### config.mk
export PLATFORM = sky130hd
export DESIGN_NAME = tws_slave
export DESIGN_NICKNAME = d
export VERILOG_FILES = /design/src/core/tws_slave.v /design/src/core/tws_sync.v
export VERILOG_INCLUDE_DIRS = /design/src /design/src/core
export SDC_FILE = /design/constraint.sdc
export NUM_CORES = 1
export LEC_CHECK = 0
export ABC_AREA = 1
export ABC_CLOCK_PERIOD_IN_PS = 1950
export BUFFER_PORTS_ARGS = -buffer_cell sky130_fd_sc_hd__buf_4
export CAP_MARGIN = 0
export CORE_ASPECT_RATIO = 0.5
export CORE_MARGIN = 3
export CORE_UTILIZATION = 57
export DETAILED_ROUTE_END_ITERATION = 16
export MAX_ROUTING_LAYER = met4
export PLACE_DENSITY = 0.84
export SYNTH_ARGS = -nofsm -noshare
export SYNTH_HDL_FRONTEND = slang
export SYNTH_HIERARCHICAL = 1
export SYNTH_SLANG_ARGS = --single-unit
export TNS_END_PERCENT = 100
### constraint.sdc
create_clock -name clk -period 1.95 [get_ports clk]
set_input_delay 0.195 -clock clk [delete_from_list [all_inputs] [get_ports clk]]
set_output_delay 0.195 -clock clk [all_outputs]
set_load 0.005 [all_outputs]
### src/core/tws_regs.vh
// register offsets, field positions and reset values of the two-wire slave
`ifndef TWS_REGS_VH
`define TWS_REGS_VH

// ****************************************************************
// register byte offsets
// ****************************************************************
`define TWS_CONTROL_REG_OFF      8'h00
`define TWS_SLAVE_MODE_REG_OFF   8'h08
`define TWS_CLOCK_WAVEFORM_OFF   8'h10
`define TWS_STATUS_REG_OFF       8'h20
`define TWS_RECEIVE_HOLDING_OFF  8'h30
`define TWS_TRANSMIT_HOLDING_OFF 8'h34

// ****************************************************************
// control command bits
// ****************************************************************
`define TWS_CMD_MASTER_ENABLE    2
`define TWS_CMD_MASTER_DISABLE   3
`define TWS_CMD_SLAVE_ENABLE     4
`define TWS_CMD_SLAVE_DISABLE    5
`define TWS_CMD_SOFT_RESET       7

// ****************************************************************
// slave mode field and status bits
// ****************************************************************
`define TWS_ADDR_LSB             16
`define TWS_ADDR_MSB             22
`define TWS_ST_COMPLETE          0
`define TWS_ST_RX_READY          1
`define TWS_ST_TX_READY          2
`define TWS_ST_DIRECTION         3
`define TWS_ST_ACCESS            4
`define TWS_ST_GENERAL_CALL      5
`define TWS_ST_NACK              8
`define TWS_ST_WAIT_STATE        10
`define TWS_ST_END_ACCESS        11

// ****************************************************************
// reset values
// ****************************************************************
`define TWS_ADDR_RESET           7'h00
`define TWS_CWG_RESET            32'h0000_0000

`endif

### src/core/tws_slave.v
// two-wire slave engine with classic wishbone register slave
//
// The Wishbone interface to the registers and the register addresses were decided locally.
`timescale 1ns/1ns
`default_nettype none
`include "tws_regs.vh"

module tws_slave (
    input  wire        clk,
    input  wire        reset_n,
    input  wire        wb_cyc_i,
    input  wire        wb_stb_i,
    input  wire        wb_we_i,
    input  wire [7:0]  wb_adr_i,
    input  wire [3:0]  wb_sel_i,
    input  wire [31:0] wb_dat_i,
    output reg  [31:0] wb_dat_o,
    output reg         wb_ack_o,
    input  wire        scl_i,
    output reg         scl_oe_n,
    input  wire        sda_i,
    output reg         sda_oe_n
);
    // ****************************************************************
    // states
    // ****************************************************************
    localparam [2:0] ST_IDLE = 3'd0, ST_ADDR = 3'd1, ST_AACK = 3'd2, ST_RX = 3'd3;
    localparam [2:0] ST_RACK = 3'd4, ST_TX = 3'd5, ST_TACK = 3'd6, ST_SKIP = 3'd7;

    wire       scl_s;
    wire       sda_s;
    reg        scl_d_reg, sda_d_reg;
    reg  [2:0] state_reg;
    reg  [3:0] bit_cnt_reg;
    reg  [7:0] shift_reg;
    reg  [7:0] rx_hold_reg;
    reg  [7:0] tx_hold_reg;
    reg        tx_full_reg;
    reg        shift_loaded_reg;
    reg        pend_rx_reg;
    reg  [6:0] own_bus_address;
    reg [31:0] clock_waveform_reg;
    reg        slave_en_reg, master_en_reg;
    reg        slave_access_flag, slave_direction_flag, end_of_access_flag;
    reg        transmission_complete_flag, receive_ready_flag, nack_flag;
    reg        general_call_access_flag;
    reg        soft_rst_reg;

    tws_sync u_sync_scl (.clk(clk), .reset_n(reset_n), .din(scl_i), .dout(scl_s));
    tws_sync u_sync_sda (.clk(clk), .reset_n(reset_n), .din(sda_i), .dout(sda_s));

    // ****************************************************************
    // bus condition detection
    // ****************************************************************
    wire scl_rise = scl_s & ~scl_d_reg;
    wire scl_fall = ~scl_s & scl_d_reg;
    wire start_c  = scl_s & scl_d_reg & sda_d_reg & ~sda_s;
    wire stop_c   = scl_s & scl_d_reg & ~sda_d_reg & sda_s;
    wire active   = slave_en_reg & ~master_en_reg;
    wire [7:0] addr_byte = {shift_reg[6:0], sda_s};
    wire addr_match = (addr_byte[7:1] == own_bus_address);
    wire gen_call   = (addr_byte == 8'h00);

    // ****************************************************************
    // register bus decode
    // ****************************************************************
    wire bus_req  = wb_cyc_i & wb_stb_i & ~wb_ack_o;
    wire wr_req   = bus_req & wb_we_i & wb_sel_i[0];
    wire wr_ctrl  = wr_req & (wb_adr_i == `TWS_CONTROL_REG_OFF);
    wire wr_addr  = bus_req & wb_we_i & wb_sel_i[2] & (wb_adr_i == `TWS_SLAVE_MODE_REG_OFF);
    wire wr_cwg   = bus_req & wb_we_i & (wb_adr_i == `TWS_CLOCK_WAVEFORM_OFF);
    wire wr_tx    = wr_req & (wb_adr_i == `TWS_TRANSMIT_HOLDING_OFF);
    wire rd_rx    = bus_req & ~wb_we_i & (wb_adr_i == `TWS_RECEIVE_HOLDING_OFF);
    wire cmd_slave_enable_cmd = wr_ctrl & wb_dat_i[`TWS_CMD_SLAVE_ENABLE];
    wire cmd_svds = wr_ctrl & wb_dat_i[`TWS_CMD_SLAVE_DISABLE];
    wire cmd_msen = wr_ctrl & wb_dat_i[`TWS_CMD_MASTER_ENABLE];
    wire cmd_msds = wr_ctrl & wb_dat_i[`TWS_CMD_MASTER_DISABLE];
    wire cmd_rst  = wr_ctrl & wb_dat_i[`TWS_CMD_SOFT_RESET];

    // stretch conditions; the scl line is only held after it is already low
    wire tx_phase = (state_reg == ST_TX) | (state_reg == ST_AACK & slave_direction_flag);
    wire stretch_rd = active & slave_access_flag & slave_direction_flag & tx_phase
                      & ~shift_loaded_reg & ~tx_full_reg & ~scl_s;
    wire stretch_wr = active & pend_rx_reg & receive_ready_flag & ~scl_s;
    wire stretch    = stretch_rd | stretch_wr;
    wire tx_ready   = ~tx_full_reg & ~shift_loaded_reg; // no dma request

    // status word, read side shows engine state
    wire [31:0] status_word = {20'h0_0000, end_of_access_flag, stretch, 1'b0, nack_flag,
                               2'b00, general_call_access_flag, slave_access_flag,
                               slave_direction_flag & slave_access_flag,
                               tx_ready, receive_ready_flag, transmission_complete_flag};

    // ****************************************************************
    // wishbone answer: one cycle after the request, then dropped
    // ****************************************************************
    always @(posedge clk or negedge reset_n) begin
        if (!reset_n) begin
            wb_ack_o <= 1'b0;
            wb_dat_o <= 32'h0000_0000;
        end else begin
            wb_ack_o <= bus_req;
            if (bus_req & ~wb_we_i) begin
                if (wb_adr_i == `TWS_SLAVE_MODE_REG_OFF)
                    wb_dat_o <= {9'h000, own_bus_address, 16'h0000};
                else if (wb_adr_i == `TWS_CLOCK_WAVEFORM_OFF)
                    wb_dat_o <= clock_waveform_reg;
                else if (wb_adr_i == `TWS_STATUS_REG_OFF)
                    wb_dat_o <= status_word;
                else if (wb_adr_i == `TWS_RECEIVE_HOLDING_OFF)
                    wb_dat_o <= {24'h00_0000, rx_hold_reg};
                else
                    wb_dat_o <= 32'h0000_0000; // unmapped reads zero
            end
        end
    end

    // ****************************************************************
    // configuration and mode
    // ****************************************************************
    always @(posedge clk or negedge reset_n) begin
        if (!reset_n) begin
            own_bus_address    <= `TWS_ADDR_RESET;
            clock_waveform_reg <= `TWS_CWG_RESET;
            slave_en_reg       <= 1'b0;
            master_en_reg      <= 1'b0;
            soft_rst_reg       <= 1'b0;
        end else if (soft_rst_reg) begin
            own_bus_address    <= `TWS_ADDR_RESET;
            clock_waveform_reg <= `TWS_CWG_RESET;
            slave_en_reg       <= 1'b0;
            master_en_reg      <= 1'b0;
            soft_rst_reg       <= 1'b0;
        end else begin
            soft_rst_reg <= cmd_rst;
            if (wr_addr & (~slave_en_reg | general_call_access_flag))
                own_bus_address <= wb_dat_i[`TWS_ADDR_MSB:`TWS_ADDR_LSB];
            if (wr_cwg)
                clock_waveform_reg <= wb_dat_i; // stored only, never drives timing
            if (cmd_svds)
                slave_en_reg <= 1'b0;
            else if (cmd_slave_enable_cmd & transmission_complete_flag)
                slave_en_reg <= 1'b1;
            if (cmd_msds)
                master_en_reg <= 1'b0;
            else if (cmd_msen & transmission_complete_flag)
                master_en_reg <= 1'b1; // master engine itself is not present
        end
    end

    // ****************************************************************
    // bus engine
    // ****************************************************************
    always @(posedge clk or negedge reset_n) begin
        if (!reset_n) begin
            scl_d_reg <= 1'b1;
            sda_d_reg <= 1'b1;
            state_reg <= ST_IDLE;
            bit_cnt_reg <= 4'h0;
            shift_reg <= 8'h00;
            rx_hold_reg <= 8'h00;
            tx_hold_reg <= 8'h00;
            tx_full_reg <= 1'b0;
            shift_loaded_reg <= 1'b0;
            pend_rx_reg <= 1'b0;
            slave_access_flag <= 1'b0;
            slave_direction_flag <= 1'b0;
            end_of_access_flag <= 1'b0;
            transmission_complete_flag <= 1'b1;
            receive_ready_flag <= 1'b0;
            nack_flag <= 1'b0;
            general_call_access_flag <= 1'b0;
            sda_oe_n <= 1'b1;
            scl_oe_n <= 1'b1;
        end else if (soft_rst_reg) begin
            state_reg <= ST_IDLE;
            tx_full_reg <= 1'b0;
            shift_loaded_reg <= 1'b0;
            pend_rx_reg <= 1'b0;
            slave_access_flag <= 1'b0;
            end_of_access_flag <= 1'b0;
            transmission_complete_flag <= 1'b1;
            receive_ready_flag <= 1'b0;
            nack_flag <= 1'b0;
            general_call_access_flag <= 1'b0;
            sda_oe_n <= 1'b1;
            scl_oe_n <= 1'b1;
        end else begin
            scl_d_reg <= scl_s;
            sda_d_reg <= sda_s;
            scl_oe_n  <= ~stretch;
            // status read clears the sticky event flags; a new event wins
            if (bus_req & ~wb_we_i & (wb_adr_i == `TWS_STATUS_REG_OFF)) begin
                end_of_access_flag <= 1'b0;
                nack_flag <= 1'b0;
            end
            if (wr_tx & ~tx_full_reg) begin
                tx_hold_reg <= wb_dat_i[7:0];
                tx_full_reg <= 1'b1;
            end
            if (rd_rx)
                receive_ready_flag <= 1'b0;
            // parked byte moves into holding once software drained it
            if (pend_rx_reg & (~receive_ready_flag | rd_rx)) begin
                rx_hold_reg <= shift_reg;
                receive_ready_flag <= 1'b1;
                pend_rx_reg <= 1'b0;
            end
            if (!active) begin
                state_reg <= ST_IDLE;
                sda_oe_n <= 1'b1;
            end else if (start_c | stop_c) begin
                // conditions only observed, never generated
                if (slave_access_flag)
                    end_of_access_flag <= 1'b1;
                if (stop_c) begin
                    if (slave_access_flag)
                        transmission_complete_flag <= 1'b1;
                    slave_access_flag <= 1'b0;
                    general_call_access_flag <= 1'b0;
                    state_reg <= ST_IDLE;
                end else begin
                    state_reg <= ST_ADDR;
                end
                shift_loaded_reg <= 1'b0;
                bit_cnt_reg <= 4'h0;
                sda_oe_n <= 1'b1;
            end else begin
                case (state_reg)
                ST_ADDR: if (scl_rise) begin
                    shift_reg <= addr_byte;
                    bit_cnt_reg <= bit_cnt_reg + 4'h1;
                    if (bit_cnt_reg == 4'h7) begin
                        if (addr_match | gen_call) begin
                            state_reg <= ST_AACK;
                            slave_access_flag <= 1'b1;
                            slave_direction_flag <= sda_s;
                            transmission_complete_flag <= 1'b0;
                            general_call_access_flag <= gen_call;
                        end else begin
                            if (slave_access_flag)
                                transmission_complete_flag <= 1'b1;
                            slave_access_flag <= 1'b0;
                            state_reg <= ST_SKIP;
                        end
                    end
                end
                ST_AACK, ST_RACK: begin
                    if (scl_fall & sda_oe_n) begin
                        sda_oe_n <= 1'b0; // drive ack low
                    end else if (scl_fall & ~sda_oe_n) begin
                        sda_oe_n <= 1'b1;
                        bit_cnt_reg <= 4'h0;
                        state_reg <= slave_direction_flag ? ST_TX : ST_RX;
                    end
                end
                ST_RX: if (scl_rise) begin
                    shift_reg <= addr_byte;
                    bit_cnt_reg <= bit_cnt_reg + 4'h1;
                    if (bit_cnt_reg == 4'h7) begin
                        pend_rx_reg <= 1'b1;
                        state_reg <= ST_RACK;
                    end
                end
                ST_TX: begin
                    if (~shift_loaded_reg & tx_full_reg & ~scl_s) begin
                        shift_reg <= tx_hold_reg;
                        shift_loaded_reg <= 1'b1;
                        tx_full_reg <= 1'b0; // a racing write is refused
                        sda_oe_n <= tx_hold_reg[7];
                    end else if (shift_loaded_reg & scl_fall) begin
                        bit_cnt_reg <= bit_cnt_reg + 4'h1;
                        if (bit_cnt_reg == 4'h7) begin
                            sda_oe_n <= 1'b1; // release for master ack
                            state_reg <= ST_TACK;
                        end else begin
                            sda_oe_n <= shift_reg[6];
                            shift_reg <= {shift_reg[6:0], 1'b0};
                        end
                    end
                end
                ST_TACK: if (scl_rise) begin
                    shift_loaded_reg <= 1'b0;
                    bit_cnt_reg <= 4'h0;
                    if (sda_s) begin
                        nack_flag <= 1'b1;
                        state_reg <= ST_SKIP;
                    end else begin
                        state_reg <= ST_TX;
                    end
                end
                default: sda_oe_n <= 1'b1; // idle and skip stay released
                endcase
            end
        end
    end
endmodule // tws_slave

`default_nettype wire

### src/core/tws_sync.v
// two flip-flop synchroniser for one bus pin
`timescale 1ns/1ns
`default_nettype none

module tws_sync (
    input  wire clk,
    input  wire reset_n,
    input  wire din,
    output reg  dout
);
    reg meta_reg;

    // resets high: an idle bus line floats high
    always @(posedge clk or negedge reset_n) begin
        if (!reset_n) begin
            meta_reg <= 1'b1;
            dout     <= 1'b1;
        end else begin
            meta_reg <= din;
            dout     <= meta_reg;
        end
    end
endmodule // tws_sync

`default_nettype wire

==> flow_summary_export.csv <==
group,metric,value,unit
outcome,status,"finished clean",
critical_path,worstPathArrival,2160,ps
floorplanning,dieHeight,78.1,microns
finish,drive_gt1_frac,0.223,
pwr,swShare,0.228,
synthesis,ys_ff_latch,124,
synthesis,syn_area_per_cell,7.98,sq um
detailed_routing,drtIter0Drc,790,
detailed_routing,drtPass1Iterations,6,
timing,hold_viol,0,
placed_design,portBuffers,83,
pwr,power.net_switching,1.36,mW
synthesis,synth_top_area_frac,0.486,
timing,tightest_slew,503,ps
hold_path,hold_path_class,"in2reg",
global_routing,grt_pass1_wl,26800,microns
detailed_routing,drt-total-wl,16000,microns
clock_network,clkLatencyLatePin,420,ps
floorplanning,die_area,11700,sq um
synthesis,ys_warn_count,6,
job,max-cap-violations,0,
clock_network,clock_sinks,124,
synthesis,seq_area_frac_synth,0.526,
placed_design,gp_congestion,0.974,
clock_network,cts_root_buffer,"clkbuf_16",
synthesis,syn-num-nets,794,
floorplanning,io-pin-count,86,
clock_network,htreeDepth,4,
finish,insertedDiodeCount,0,
critical_path,end_kind,"flop",
synthesis,yosys.area.top_type,"dfrtp_1",
floorplanning,core-area,9760,sq um
clock_network,cts.clk_slew.worst_paths,60,ps
detailed_routing,drcViolationCount,0,
critical_path,cp_max_fo,8,
timing,rsz0062_at_grt,"no",
synthesis,synth_cell_type_count,43,
global_routing,grt_max_degree,58,
timing,maxSlewHeadroom,0.664,
pwr,p_clk_frac,0.500,
pwr,peakVddDrop,551,uV
global_routing,grt_overflow,0,
timing,fmax,551,MHz
floorplanning,num_rows,25,
finish,nets,897,
timing,setup_viol,0,
floorplanning,floorplan.initialDensity,0.607,
critical_path,critPathLaunchType,"flop",
clock_network,clk_path_buf_depth,2,
pwr,p_leak,3.79,nW
timing,fin_tns_setup,0,ps
detailed_routing,vias_per_cell,5.54,
pwr,p_total,6.00,mW
synthesis,netlist_instances,742,
global_routing,first_global_vias,5420,
pwr,seqPwrFrac,0.444,
critical_path,crit_type,"reg2reg",
critical_path,required,2290,ps
timing,hold_ws,10.1,ps
timing,fin_crit_sh,0.931,
detailed_routing,wl_per_cell,16.2,microns
placed_design,dp_hpwl,11200,microns
global_routing,grt_use_total,0.301,
finish,synthToLayoutAreaGrowth,24.9,%
timing,period_minus_slack,1820,ps
global_routing,antenna_found_initial,0,
clock_network,cts_buffers,17,
pwr,p_per_area,811,nW/um^2
clock_network,tritoncts,"done",
detailed_routing,vias,5505,
synthesis,synth.area.top_cells,"dfrtp_1, nand2_1, nand3_1, o21ai_0, dfstp_2",
synthesis,synth_area,5920,sq um
pwr,p_int,4.63,mW
timing,fin_skew,9.29,ps
timing,drv_slew,0,
finish,n_fill_cell,708,
floorplanning,die_w,150,microns
pwr,combPwrFrac,0.057,
detailed_routing,ant_nets,0,
[path summary, 6_finish.rpt]
check	start	depth (start not counted)	slack [ps]	end
worst max-delay path	scl_d_reg	10	130	transmission_complete_flag
worst min-delay path	wb_dat_i[23]	3	10	clock_waveform_reg[23]
worst max register to register	scl_d_reg	10	130	transmission_complete_flag
worst min register to register	u_sync_scl/meta_reg	0	350	u_sync_scl/dout
max in group asynchronous	reset_n	3	1070	u_sync_scl/meta_reg
min in group asynchronous	reset_n	2	230	clock_waveform_reg[19]
[cells in the final DEF, fill, tap and decap left out, types with 15 or more instances in the layout]
master | Yosys | routed
o21ai_1 | 36 | 36
buf_4 | 1 | 103
clkbuf_16 | 0 | 17
inv_1 | 51 | 51
a21oi_1 | 25 | 25
o21ai_0 | 51 | 51
nand3_1 | 53 | 53
nand2_1 | 255 | 255
nor2_1 | 47 | 44
dfrtp_1 | 115 | 115
inv_2 | 15 | 15
[synthesized netlist by cell type, drive strengths merged]
library cell,n
nor3b,1
o211ai,2
o32ai,1
clkinv,1
xor2,2
nand4,7
buf,11
clkbuf,13
inv,66
a31oi,2
ha,1
o21a,1
nand3,56
nand2,266
o21ai,91
a22o,4
dfrtp,115
o2111ai,1
or2,2
a211oi,2
nor3,5
a21oi,26
and3,1
nor2,53
xnor2,3
dfstp,9
[power groups by stage]
stage                     Combinational (mW)  Clock (mW)  Sequential (mW)
after floorplan                        0.107           0             2.70
after global placement                 0.324           0             2.70
after detailed placement               0.331           0             2.70
after CTS                              0.340        3.01             2.66
after global routing                   0.380        3.14             2.67
final                                  0.340        2.99             2.66
[through the flow]
step	cells	cell area (sq um)	worst slack (ps)	utilization
floorplan	742	5920	386	-
global placement	958	6800	181	0.696
detailed placement	958	6800	126	0.696
CTS	993	7390	152	0.757
global route	993	7390	0.419	0.758
finish	993	7390	134	0.758
[cell type report]
| type | count | area (sq um) | share of cell area |
|---|---|---|---|
| Sequential cell | 124 | 3110 | 0.421 |
| Multi-Input combinational cell | 527 | 2450 | 0.332 |
| Timing Repair Buffer | 108 | 843 | 0.114 |
| Clock buffer | 22 | 474 | 0.0641 |
| Inverter | 67 | 251 | 0.0340 |
| Tap cell | 135 | 169 | 0.0228 |
| Clock inverter | 10 | 90.1 | 0.0122 |
[layer usage]
layer,GRT usage,wire (microns),up-vias
met5,-,0,-
met4,0.111,349,0
met3,0.0773,1640,49
met2,0.456,7270,310
met1,0.398,6790,2535
li1,-,-,2611
[cell families after synthesis]
logic type,synth area share
XOR/XNOR,0.00740
flip-flops,0.526
AO/OA/AOI/OAI,0.121
adder cells (fa/ha/maj),0.00211
buffers and inverters,0.0613
AND/OR/NAND/NOR,0.282
[worst max-delay path, cell delays in order (launching register included)]
cell     delay [ps]
dfstp_2         620
nand2_1          90
inv_2           100
nand2_4         110
inv_2           150
nor2_2           80
nand2_1          70
nand3_1         160
nor2_1          200
nor2_1           60
nor2_1          110
[repair_timing]
action,4_1_cts,5_1_grt
buffers inserted,0,0
hold buffers,3,0
endpoints found under the setup margin,0,2
hold endpoints to repair,24,0
resized for setup,0,2
No activity file was read; power rests on OpenSTA's default activity.
